**config.mk**
```make
export PLATFORM = sky130hd
export DESIGN_NAME = pdrx_regs
export DESIGN_NICKNAME = d
export VERILOG_FILES = /design/src/core/pdrx_pkg.sv /design/src/core/pdrx_regs.sv
export SDC_FILE = /design/constraint.sdc
export NUM_CORES = 1
export LEC_CHECK = 0
export BUFFER_PORTS_ARGS = -buffer_cell sky130_fd_sc_hd__buf_2
export CAP_MARGIN = 40
export CORE_UTILIZATION = 52
export CTS_BUF_LIST = sky130_fd_sc_hd__clkbuf_2
export CTS_CLUSTER_SIZE = 30
export DETAILED_ROUTE_END_ITERATION = 10
export MAX_ROUTING_LAYER = met4
export PLACE_DENSITY = 0.87
export SLEW_MARGIN = 40
export SYNTH_ARGS = -nofsm -noshare
export SYNTH_HDL_FRONTEND = slang
export SYNTH_SLANG_ARGS = --single-unit
```
**constraint.sdc**
```tcl
create_clock -name clk -period 2.9 [get_ports clk]
set_clock_uncertainty 0.15 [all_clocks]
set_input_delay 0.145 -clock clk [delete_from_list [all_inputs] [get_ports clk]]
set_output_delay 0.145 -clock clk [all_outputs]
set_load 0.02 [all_outputs]
```
**src/core/pdrx_pkg.sv**
```systemverilog
// Constants for the header and receive configuration register bank.
// Assumes an 8-bit register port decoded behind the serial management link.
package pdrx_pkg;

  // Register offsets
  localparam logic [7:0] ADDR_INPUT_CAP = 8'h28;
  localparam logic [7:0] ADDR_OUTPUT_CAP = 8'h29;
  localparam logic [7:0] ADDR_MSG_HEADER = 8'h2e;
  localparam logic [7:0] ADDR_RX_DETECT = 8'h2f;
  localparam logic [7:0] ADDR_RX_BYTE_COUNT = 8'h30;

  // Fixed capability values: nothing external is present
  localparam logic [7:0] INPUT_CAP_VALUE = 8'h00;
  localparam logic [7:0] OUTPUT_CAP_VALUE = 8'h00;

  // Message header field positions
  localparam int HDR_POWER_ROLE_BIT = 0;
  localparam int HDR_REV_LSB = 1;
  localparam int HDR_REV_MSB = 2;
  localparam int HDR_DATA_ROLE_BIT = 3;
  localparam int HDR_CABLE_PLUG_BIT = 4;
  localparam int HDR_USED_BITS = 5;

  // Header reset value and its revision field
  localparam logic [7:0] MSG_HEADER_RESET = 8'h02;
  localparam logic [1:0] REV_1_0 = 2'h0;
  localparam logic [1:0] REV_2_0 = 2'h1;
  localparam logic [1:0] REV_3_0 = 2'h2;

  // Receive detect enable positions; bit 7 is reserved
  localparam int DET_USED_BITS = 7;
  localparam logic [7:0] RX_DETECT_RESET = 8'h00;

  // Frame type codes seen on the receive side
  localparam logic [2:0] FT_SOP = 3'h0;
  localparam logic [2:0] FT_PRIME = 3'h1;
  localparam logic [2:0] FT_DOUBLE_PRIME = 3'h2;
  localparam logic [2:0] FT_DBG_PRIME = 3'h3;
  localparam logic [2:0] FT_DBG_DOUBLE_PRIME = 3'h4;
  localparam logic [2:0] FT_HARD_RESET = 3'h5;
  localparam logic [2:0] FT_CABLE_RESET = 3'h6;

  // Byte count: frame type byte plus two header bytes
  localparam logic [7:0] RX_COUNT_OVERHEAD = 8'h03;
  localparam logic [7:0] RX_COUNT_RESET = 8'h00;

  // Answer for unmapped addresses
  localparam logic [7:0] UNMAPPED_VALUE = 8'h00;

endpackage

```
**src/core/pdrx_regs.sv**
```systemverilog
// Header defaults, receive detect enables and receive byte count registers.
// Assumes a decoded 8-bit register port from the serial management link
// and single-cycle event pulses from the receive and transmit engines.
//
// Summary of operation
// - input capability register reads zero, read-only
// - output capability register reads zero, read-only
// - header holds cable plug, data and power roles
// - two-bit revision field, default revision two
// - hard reset detection clears receive detect register
// - disconnect leaves receive detect; software clears it
// - frame type received only when enabled
// - byte count cleared on hard reset, disconnect
// - byte count cleared when receive flag cleared
// - byte count is data bytes plus three
`timescale 1ns/1ps

module pdrx_regs #(
  parameter int OBJ_W = 5 // Width of the data object byte count
) (
  input wire logic clk,
  input wire logic reset_n,
  input wire logic reg_wr,
  input wire logic reg_rd,
  input wire logic [7:0] reg_addr,
  input wire logic [7:0] reg_wdata,
  output logic [7:0] reg_rdata,
  input wire logic rx_start,
  input wire logic [2:0] rx_frame_type,
  output logic rx_accept,
  input wire logic rx_done,
  input wire logic [OBJ_W-1:0] rx_obj_bytes,
  input wire logic hard_reset_rx,
  input wire logic hard_reset_tx,
  input wire logic disconnect_det,
  input wire logic rx_message_flag_clr,
  output logic cable_plug,
  output logic data_role,
  output logic [1:0] protocol_revision,
  output logic power_role,
  output logic [6:0] rx_enables
);

  ////////////////////////////////////////////////////////////////////////
  // Storage

  // Writable header fields, reserved bits not stored
  logic [4:0] header_q;
  // Receive detect enables, bit 7 reserved and not stored
  logic [6:0] detect_q;
  // Receive byte count
  logic [7:0] count_q;
  // Read data holder
  logic [7:0] rdata_q;
  // Frame in progress was accepted
  logic frame_ok_q;

  // Write strobes per register
  logic wr_header;
  logic wr_detect;

  // Writes to read-only or unmapped offsets decode to nothing at all
  assign wr_header = reg_wr && (reg_addr == pdrx_pkg::ADDR_MSG_HEADER);
  assign wr_detect = reg_wr && (reg_addr == pdrx_pkg::ADDR_RX_DETECT);

  ////////////////////////////////////////////////////////////////////////
  // Message header defaults

  // Bits 7:5 are dropped so stray software values cannot leak out
  always_ff @(posedge clk) begin
    if (!reset_n) begin
      header_q <= pdrx_pkg::MSG_HEADER_RESET[4:0];
    end else if (wr_header) begin
      header_q <= reg_wdata[4:0];
    end
  end

  // Header fields go straight to the transmit framer
  assign power_role = header_q[pdrx_pkg::HDR_POWER_ROLE_BIT];
  assign protocol_revision =
    header_q[pdrx_pkg::HDR_REV_MSB:pdrx_pkg::HDR_REV_LSB];
  assign data_role = header_q[pdrx_pkg::HDR_DATA_ROLE_BIT];
  assign cable_plug = header_q[pdrx_pkg::HDR_CABLE_PLUG_BIT];

  ////////////////////////////////////////////////////////////////////////
  // Receive detect enables

  // Hard reset clears even a write in the same cycle; a disconnect does
  // nothing here, so software must clear the enables itself
  always_ff @(posedge clk) begin
    if (!reset_n) begin
      detect_q <= pdrx_pkg::RX_DETECT_RESET[6:0];
    end else if (hard_reset_rx) begin
      detect_q <= pdrx_pkg::RX_DETECT_RESET[6:0];
    end else if (wr_detect) begin
      detect_q <= reg_wdata[6:0];
    end
  end

  // Enables go straight to the receive engine
  assign rx_enables = detect_q;

  // Accept a start only for an enabled frame type
  always_comb begin
    rx_accept = 1'b0;
    if (rx_start) begin
      case (rx_frame_type)
        pdrx_pkg::FT_SOP: rx_accept = detect_q[0];
        pdrx_pkg::FT_PRIME: rx_accept = detect_q[1];
        pdrx_pkg::FT_DOUBLE_PRIME: rx_accept = detect_q[2];
        pdrx_pkg::FT_DBG_PRIME: rx_accept = detect_q[3];
        pdrx_pkg::FT_DBG_DOUBLE_PRIME: rx_accept = detect_q[4];
        pdrx_pkg::FT_HARD_RESET: rx_accept = detect_q[5];
        pdrx_pkg::FT_CABLE_RESET: rx_accept = detect_q[6];
        default: rx_accept = 1'b0; // Reserved code 7, never accepted
      endcase
    end
  end

  // Remember whether the current frame was accepted
  always_ff @(posedge clk) begin
    if (!reset_n) begin
      frame_ok_q <= 1'b0;
    end else if (rx_start) begin
      frame_ok_q <= rx_accept;
    end else if (rx_done || hard_reset_rx || disconnect_det) begin
      frame_ok_q <= 1'b0;
    end
  end

  ////////////////////////////////////////////////////////////////////////
  // Receive byte count

  // Loaded count: objects plus type byte and two header bytes
  logic [7:0] count_d;
  assign count_d = 8'(rx_obj_bytes) + pdrx_pkg::RX_COUNT_OVERHEAD;

  // Hard reset and disconnect beat a finishing frame; a finishing frame
  // beats a flag clear, so a message landing then is not lost
  always_ff @(posedge clk) begin
    if (!reset_n) begin
      count_q <= pdrx_pkg::RX_COUNT_RESET;
    end else if (hard_reset_rx || hard_reset_tx || disconnect_det) begin
      count_q <= pdrx_pkg::RX_COUNT_RESET;
    end else if (rx_done && frame_ok_q) begin
      count_q <= count_d;
    end else if (rx_message_flag_clr) begin
      count_q <= pdrx_pkg::RX_COUNT_RESET;
    end
  end

  ////////////////////////////////////////////////////////////////////////
  // Read path

  // Read data is held until the next read
  always_ff @(posedge clk) begin
    if (!reset_n) begin
      rdata_q <= pdrx_pkg::UNMAPPED_VALUE;
    end else if (reg_rd) begin
      case (reg_addr)
        pdrx_pkg::ADDR_INPUT_CAP:
          rdata_q <= pdrx_pkg::INPUT_CAP_VALUE;
        pdrx_pkg::ADDR_OUTPUT_CAP:
          rdata_q <= pdrx_pkg::OUTPUT_CAP_VALUE;
        pdrx_pkg::ADDR_MSG_HEADER: rdata_q <= {3'h0, header_q};
        pdrx_pkg::ADDR_RX_DETECT: rdata_q <= {1'b0, detect_q};
        pdrx_pkg::ADDR_RX_BYTE_COUNT: rdata_q <= count_q;
        default: rdata_q <= pdrx_pkg::UNMAPPED_VALUE; // Unmapped reads zero
      endcase
    end
  end

  // Registered so the serial side sees a steady byte while it shifts
  assign reg_rdata = rdata_q;
endmodule // pdrx_regs

```
# [Word level (Yosys, flattened, before mapping)]
# Cells that the tools add are included.
[totals] reg_bits=29 out_inout_bits=21 wordCells=35
[op_classes] addsub=1 eq_ne=9 muxes=7 bitwise_logic=1 reduce_logical=12
[ops] cell="8-bit by 6-bit equality test with 1-bit output, second input constant" count=3
[ops] cell="8-bit one-hot mux with 3 select lines" count=1
[ops] cell="8-bit 2-to-1 mux" count=2
[ops] cell="3-bit equality test, second input constant" count=3
[ops] cell="1-bit one-hot mux with 7 select lines" count=1
[ops] cell="5-bit by 2-bit adder with 6-bit output, second input constant" count=1
[ops] cell="3-bit by 2-bit equality test with 1-bit output, second input constant" count=2
[ops] cell="1-bit logical OR" count=4
[ops] cell="2-bit nonzero test" count=2
[ops] cell="2-bit OR reduction" count=2
[ops] cell="3-bit by 1-bit equality test with 1-bit output, second input constant" count=1
[ops] cell="1-bit logical AND" count=3
[ops] cell="3-bit zero test" count=1
[ops] cell="1-bit 2-to-1 mux" count=3
[ops] cell="1-bit inverter" count=1

# [Logic depth before layout (Yosys ltp)]
# Gate-level depths: netlist of run 1.
[logic_depth] word_depth=4 depth_mapped=6

# [Worst setup path after synthesis of run 1]
# OpenSTA, ideal clock, no wires.
[synth_timing] kind="flip-flop to flip-flop" start="register detect_q[3], in the netlist rx_enables[3]" end="register frame_ok_q" setup_time_ps=115 arrival_ps=1337 setup_slack_ps=1298 stages_incl_launch_ff=4 path_buffers=0 synth_period_minus_slack_ps=1602 path_cell_list="dfxtp_1 > mux4_2 > o211a_1 > o21a_1"
[synth_between] elab_chain_cells=3
[synth_lines] element="from (decl)" line_no="pdrx_regs.sv:50" source="logic [6:0] detect_q;"
[synth_lines] element="from (signal assigned)" line_no="pdrx_regs.sv:92" source="detect_q <= pdrx_pkg::RX_DETECT_RESET[6:0];"
[synth_lines] element="from (signal assigned)" line_no="pdrx_regs.sv:94" source="detect_q <= pdrx_pkg::RX_DETECT_RESET[6:0];"
[synth_lines] element="from (signal assigned)" line_no="pdrx_regs.sv:96" source="detect_q <= reg_wdata[6:0];"
[synth_lines] element="1-bit one-hot mux with 7 select lines" line_no="pdrx_regs.sv:107" source="case (rx_frame_type)"
[synth_lines] element="1-bit 2-to-1 mux" line_no="pdrx_regs.sv:106" source="if (rx_start) begin"
[synth_lines] element="net rx_accept" line_no="pdrx_regs.sv:30" source="output logic rx_accept,"
[synth_lines] element="1-bit 2-to-1 mux" line_no="pdrx_regs.sv:124" source="end else if (rx_start) begin"
[synth_lines] element="to (signal assigned)" line_no="pdrx_regs.sv:125" source="frame_ok_q <= rx_accept;"
[synth_lines] element="to (decl)" line_no="pdrx_regs.sv:56" source="logic frame_ok_q;"
# The timed path passes the listed nets, and every way through them passes these cells.
# A chain may end at the register's enable or synchronous reset.

# [Worst setup path in the final report of run 1]
[layout_timing] start="input rx_obj_bytes[0]" end="register count_q[4]"
[layout_between] elab_chain_cells=2
[layout_lines] element="from (decl)" line_no="pdrx_regs.sv:32" source="input wire logic [OBJ_W-1:0] rx_obj_bytes,"
[layout_lines] element="5-bit by 2-bit adder with 6-bit output" line_no="pdrx_regs.sv:136" source="assign count_d = 8'(rx_obj_bytes) + pdrx_pkg::RX_COUNT_OVERHEAD;"
[layout_lines] element="8-bit 2-to-1 mux" line_no="pdrx_regs.sv:145" source="end else if (rx_done && frame_ok_q) begin"
[layout_lines] element="to (signal assigned)" line_no="pdrx_regs.sv:144" source="count_q <= pdrx_pkg::RX_COUNT_RESET;"
[layout_lines] element="to (signal assigned)" line_no="pdrx_regs.sv:146" source="count_q <= count_d;"
[layout_lines] element="to (signal assigned)" line_no="pdrx_regs.sv:148" source="count_q <= pdrx_pkg::RX_COUNT_RESET;"
[layout_lines] element="to (decl)" line_no="pdrx_regs.sv:52" source="logic [7:0] count_q;"
# Every way passes these cells.

==> impl_metrics.yaml, run 1 <==
power:
  ir_worst_vdd_mv: 0.267
  internal-power_uw: 426
  cellPowerDensity_nw_per_um2: 336
  power_frac_clock_pct: 22.3
  power.switching_uw: 135
  seqPwrFrac_pct: 64.0
  p_leak_nw: 0.745
  p_comb_share_pct: 13.6
  p_sw_share_pct: 24.1
route:
  drt_iter0_markers: 58
  drt-met1-wl_um: 1270
  via_count: 1284
  maxUsedRoutingLayer: "met4"
  routed-wl-met2_um: 1890
  wl_per_cell_um: 15.8
  dr.pass1.iters: 5
  dr_wl_met3_um: 217
  viasPerCell: 5.84
  postRouteAntennaNets: 0
  drc: 0
  wl_um: 3480
synth:
  syn-cell-area_sq_um: 1240
  syn_area_per_cell_sq_um: 9.82
  ys_seq_area_share_pct: 42.1
  synthFlopType: "dfxtp_1"
  syn_nets: 161
  async_reset_ff_share_pct: 0
  synth_seq_cells: 26
  synth_area_leader_cell: "dfxtp_1"
  synth.most_common_cell: "dfxtp_1"
  synth_edf_count: 0
  synth_common_cells: "26 x dfxtp_1, 15 x nor2_1, 13 x mux2i_1, 8 x nand2_1, 6 x o21ai_1"
  synth_warnings: 0
  synthTopCellsByArea: "dfxtp_1 42%, mux2i_1 11%, nor2_1 4.6%"
  ys_types: 39
  synthCells: 126
  yosysTopAreaCellShare_pct: 42.1
finish:
  post-route-util_pct: 74.8
  antenna_cells: 0
  nFillCells: 168
  multi_input_area_sq_um: 668
  final_net_count: 229
  area_growth_pct: 35.0
  regArea_sq_um: 520
  drive_gt1_share_pct: 31.8
floorplan:
  rows: 17
  core_area_sq_um: 2230
  die_w_um: 50.8
  pin_count: 55
  dieArea_sq_um: 2580
  initial_core_util_pct: 55.4
  die_h_um: 50.8
sta:
  fmax_mhz: 487
  setup_viol: 0
  rsz0062_at_grt: "no"
  finalHoldViolCount: 0
  period_minus_slack_ns: 2.05
  setup-tns-final_ns: 0
  period_share_pct: 70.8
  maxSlewViolCount: 0
clocking:
  cts_max_level: 1
  cts_root_buf: "clkbuf_2"
  clkLatencyLatePin_ns: 0.33
  cts.sink_count: 26
  clkTransAtPathRegs_ns: 0.22
  cts_resized: 0
  cts_buffers: 3
  cts.path.max_buffers: 2
  cts_tree: "yes"
critical_path:
  cp_data_arrival_time_ns: 2.21
  critPathRequiredTime_ns: 3.05
  critical_path.max_fanout: 4
  startpoint_type: "primary input"
  path_class: "in -> reg"
  critPathCaptureType: "flip-flop"
place:
  portBuffers: 52
  dp_hpwl_um: 2390
  gp_congestion: 0.826
run:
  maxCapViolCount: 0
global_route:
  grt_pass1_vias: 1199
  grt_start_max_net_pins: 14
  grt_usage_pct: 29.2
  grt_pass1_wl_um: 5290
  antenna_found_initial: 0
  grt.overflow.total: 0
min_path:
  hp-class: "in -> reg"
status:
  outcome: "finished, final reports clean"
[state kept, by name (all words and copies together), names as in the netlist]
signal and count:
header_q 5, frame_ok_q 1, reg_rdata 7, rx_enables 7, count_q 6
[worst max-delay path, cell delays in order]
cell	delay, ns
buf_2	0.11
inv_1	0.05
ha_1	0.20
nand3b_1	0.19
xnor2_1	0.15
nand3_1	0.09
dlygate4sd3_1	0.58
a21oi_1	0.13
dlygate4sd3_1	0.55
[layout make-up]
type / instances / share of cell area, %
clock buffer: 3 / 0.899
inverter: 3 / 0.674
multi-input combinational: 92 / 40.0
timing repair buffer: 68 / 25.2
sequential: 26 / 31.2
tap: 28 / 2.10
[placed cells by master, fill, tap and decap left out, types with 4 or more instances in the layout]
master | netlist | layout
buf_2 | 0 | 52
dfxtp_1 | 26 | 26
dlygate4sd3_1 | 0 | 16
nor2_1 | 15 | 15
mux2i_1 | 13 | 13
nand2_1 | 8 | 8
o21ai_1 | 6 | 6
nor2b_1 | 5 | 5
a222oi_1 | 5 | 5
a31oi_1 | 4 | 4
nand3_1 | 4 | 4
[path summary, 6_finish.rpt]
| check | startpoint | to | slack [ns] | depth (start not counted) |
|---|---|---|---|---|
| hold reg to reg | reg_rdata[0] | reg_rdata[0] | 0.31 | 2 |
| setup reg to reg | rx_enables[6] | reg_rdata[6] | 0.88 | 4 |
| hold / removal | rx_obj_bytes[3] | count_q[3] | 0.002 | 4 |
| setup / recovery | rx_obj_bytes[0] | count_q[4] | 0.85 | 9 |
[logic make-up (layout without fill, tap and decap cells)]
kind of cell	Yosys count	count (layout)	share of synthesized area, %
AND/OR/NAND/NOR	48	48	23.9
flip-flops	26	26	42.1
AO/OA/AOI/OAI	25	25	14.4
multiplexers	14	14	12.3
buffers and inverters	8	74	3.94
XOR/XNOR	3	3	2.12
adder cells (fa/ha/maj)	1	1	1.01
other	1	1	0.303
[layer usage]
metal  GRT usage [%]  vias to the layer above
li1                -                      593
met1            28.8                      613
met2            55.3                       68
met3            2.73                       10
met4            16.2                        0
met5               -                        -
[repair_timing]
item	in CTS	in global routing
endpoints found under the hold margin	16	0
buffers inserted	0	0
hold buffers	16	0
setup endpoints to repair	0	0
[power groups by stage]
stage	Combinational [mW]	Clock [mW]	Sequential (mW)
global route	0.0812	0.141	0.360
CTS	0.0738	0.127	0.359
finish	0.0765	0.125	0.359
detailed placement	0.0620	0	0.366
floorplan	0.0276	0	0.366
global placement	0.0589	0	0.366
[through the flow]
step / hold WS [ns] / area [sq um] / instances / power [mW] / setup slack, ns
detailed placement: 0.244 / 1500 / 201 / 0.428 / 1.25
global route: 0.0119 / 1670 / 220 / 0.582 / 0.768
global placement: 0.224 / 1500 / 201 / 0.425 / 1.32
finish: 0.00179 / 1670 / 220 / 0.561 / 0.845
floorplan: 0.123 / 1240 / 126 / 0.394 / 1.30
CTS: 0.00637 / 1670 / 220 / 0.560 / 0.891
No activity file was read; power rests on OpenSTA's default activity.
==> run 2: changes to the inputs <==
--- a/config.mk
+++ b/config.mk
@@ -7,12 +7,12 @@
 export LEC_CHECK = 0
 export BUFFER_PORTS_ARGS = -buffer_cell sky130_fd_sc_hd__buf_2
 export CAP_MARGIN = 40
-export CORE_UTILIZATION = 52
+export CORE_UTILIZATION = 43
 export CTS_BUF_LIST = sky130_fd_sc_hd__clkbuf_2
 export CTS_CLUSTER_SIZE = 30
 export DETAILED_ROUTE_END_ITERATION = 10
 export MAX_ROUTING_LAYER = met4
-export PLACE_DENSITY = 0.87
+export PLACE_DENSITY = 0.77
 export SLEW_MARGIN = 40
 export SYNTH_ARGS = -nofsm -noshare
 export SYNTH_HDL_FRONTEND = slang
==> constraint.sdc (replaced) <==
create_clock -name clk -period 1.7 [get_ports clk]
set_clock_uncertainty 0.15 [all_clocks]
set_input_delay 0.085 -clock clk [delete_from_list [all_inputs] [get_ports clk]]
set_output_delay 0.085 -clock clk [all_outputs]
set_load 0.02 [all_outputs]
==> run 2 against run 1 <==
  * The flow now finishes with violations (negative setup slack)
  * Sequential power is 71% higher
  * Clock power is 74% higher
  * Routed wire length down 4.9%
  * Non-clock buffer count rose by 9
  * Combinational power grew 86%
  * Critical path type is now reg -> out
  * Via count shrank 3.3%
  * Sequential share of layout area fell by 1.2 points
  * Final area rose by 5.2%
  * Setup slack got worse by 0.95 ns
  * Core utilization fell by 11 points
  * Critical endpoint is now rx_accept
==> impl_metrics.yaml, run 2 (same netlist as run 1, synthesis figures left out) <==
status:
  outcome: "complete, but fails checks"
  violations: "negative setup slack"
floorplan:
  die_w_um: 55.6
  initial_core_util_pct: 45.3
  dieArea_sq_um: 3100
  die_h_um: 55.6
  core_area_sq_um: 2730
  pin_count: 55
  rows: 19
place:
  post-place-ws_ns: 0.143
  gp_congestion: 0.764
  place_area_sq_um: 1510
  dp_hpwl_um: 2420
  portBuffers: 52
  placedCellCount: 205
sta:
  setup_viol: 1
  finalHoldViolCount: 0
  rsz0062_at_grt: "yes"
  worst_slack_ns: -0.108
  setup-tns-final_ns: -0.108
  fmax_mhz: 553
  period_minus_slack_ns: 1.81
  worst_pin_slew_ns: 0.500
  maxSlewViolCount: 0
  whs_ns: 0.0341
  period_share_pct: 106
  slew_headroom_pct: 66.6
route:
  viasPerCell: 5.35
  dr.pass1.iters: 4
  wl_per_cell_um: 14.3
  drt_iter0_markers: 53
  postRouteAntennaNets: 0
  via_count: 1242
  drc: 0
  wl_um: 3310
run:
  maxCapViolCount: 0
power:
  ir_worst_vdd_mv: 0.398
  fin_total_pwr_uw: 973
  p_leak_nw: 0.788
  cellPowerDensity_nw_per_um2: 554
critical_path:
  startpoint_type: "flip-flop"
  path_class: "reg -> out"
  r2r_start: "rx_enables[3]"
  critPathCaptureType: "primary output"
  startpoint: "rx_enables[3]"
  critical_path.max_fanout: 2
  critPathRequiredTime_ns: 1.46
  cp_data_arrival_time_ns: 1.57
finish:
  antenna_cells: 0
  post-route-util_pct: 64.3
  area_growth_pct: 42.0
  postLayoutCellArea_sq_um: 1760
  final_common_cell: "buf_2"
  nFillCells: 227
  drive_gt1_share_pct: 34.8
  mostFrequentLayoutCells: "52 x buf_2, 22 x dfxtp_1, 20 x dlygate4sd3_1"
  fin_cells: 232
  final_net_count: 238
clocking:
  cts_max_level: 1
  clkLatencyLatePin_ns: 0.33
  clkTransAtPathRegs_ns: 0.23
  cts_buffers: 3
  cts.path.max_buffers: 2
  cts_tree: "yes"
  cts.sink_count: 26
  cts_root_buf: "clkbuf_2"
global_route:
  grt_start_max_net_pins: 14
  antenna_found_initial: 0
  grt_usage_pct: 22.9
  grt_pass1_wl_um: 5490
  grt_pass1_vias: 1283
  grt.overflow.total: 0
min_path:
  hp-class: "in -> reg"
  min_from: "rx_obj_bytes[4]"
==> run 2: changes by cell type in the layout (fill, tap and decap cells not counted) <==
cell           before  now
dlygate4sd3_1      16   20
buf_4               0    5
dfxtp_1            26   22
dfxtp_2             0    4
==> run 2: critical path, cell delays in order, from the launching register on <==
cell and delay, ns:
dfxtp_2 0.38, mux4_2 0.46, o211a_1 0.24, buf_2 0.16
==> run 2: what timing repair did <==
item / CTS / global route
setup buffers: 3 / 1
resized for setup: 4 / 0
endpoints found under the hold margin: 26 / 0
endpoints found under the setup margin: 1 / 1
hold buffers: 20 / 0
==> run 2: metal layers <==
metal  share of wire (%)  up-vias  GRT usage, %
met4                 1.3        0          12.9
met1                  42      572          25.9
li1                    -      609             -
met2                  50       55          38.6
met3                 6.3        6          3.72
met5                   0        -             -
==> run 2: area by class of cell <==
| cell class | count | area (sq um) | share of cell area (%) |
|---|---|---|---|
| tap | 31 | 38.8 | 2.21 |
| timing repair buffer | 77 | 498 | 28.3 |
| sequential | 26 | 526 | 29.9 |
| clock buffer | 3 | 15.0 | 0.855 |
| inverter | 3 | 11.3 | 0.641 |
| multi-input combinational | 92 | 668 | 38.0 |
==> run 2: worst paths after layout <==
kind                   to  slack (ns)  depth (start not counted)
max             rx_accept       -0.11                          3
min            count_q[5]        0.03                          5
max reg2reg    frame_ok_q        0.22                          3
min reg2reg  reg_rdata[1]        0.32                          2
==> run 2: where the power goes <==
group / switching [mW] / leakage [nW] / internal (mW) / total (mW)
combinational: 0.0641 / 0.564 / 0.0775 / 0.142
sequential: 0.000930 / 0.212 / 0.612 / 0.613
clock: 0.170 / 0.0125 / 0.0480 / 0.218
total: 0.235 / 0.788 / 0.737 / 0.973
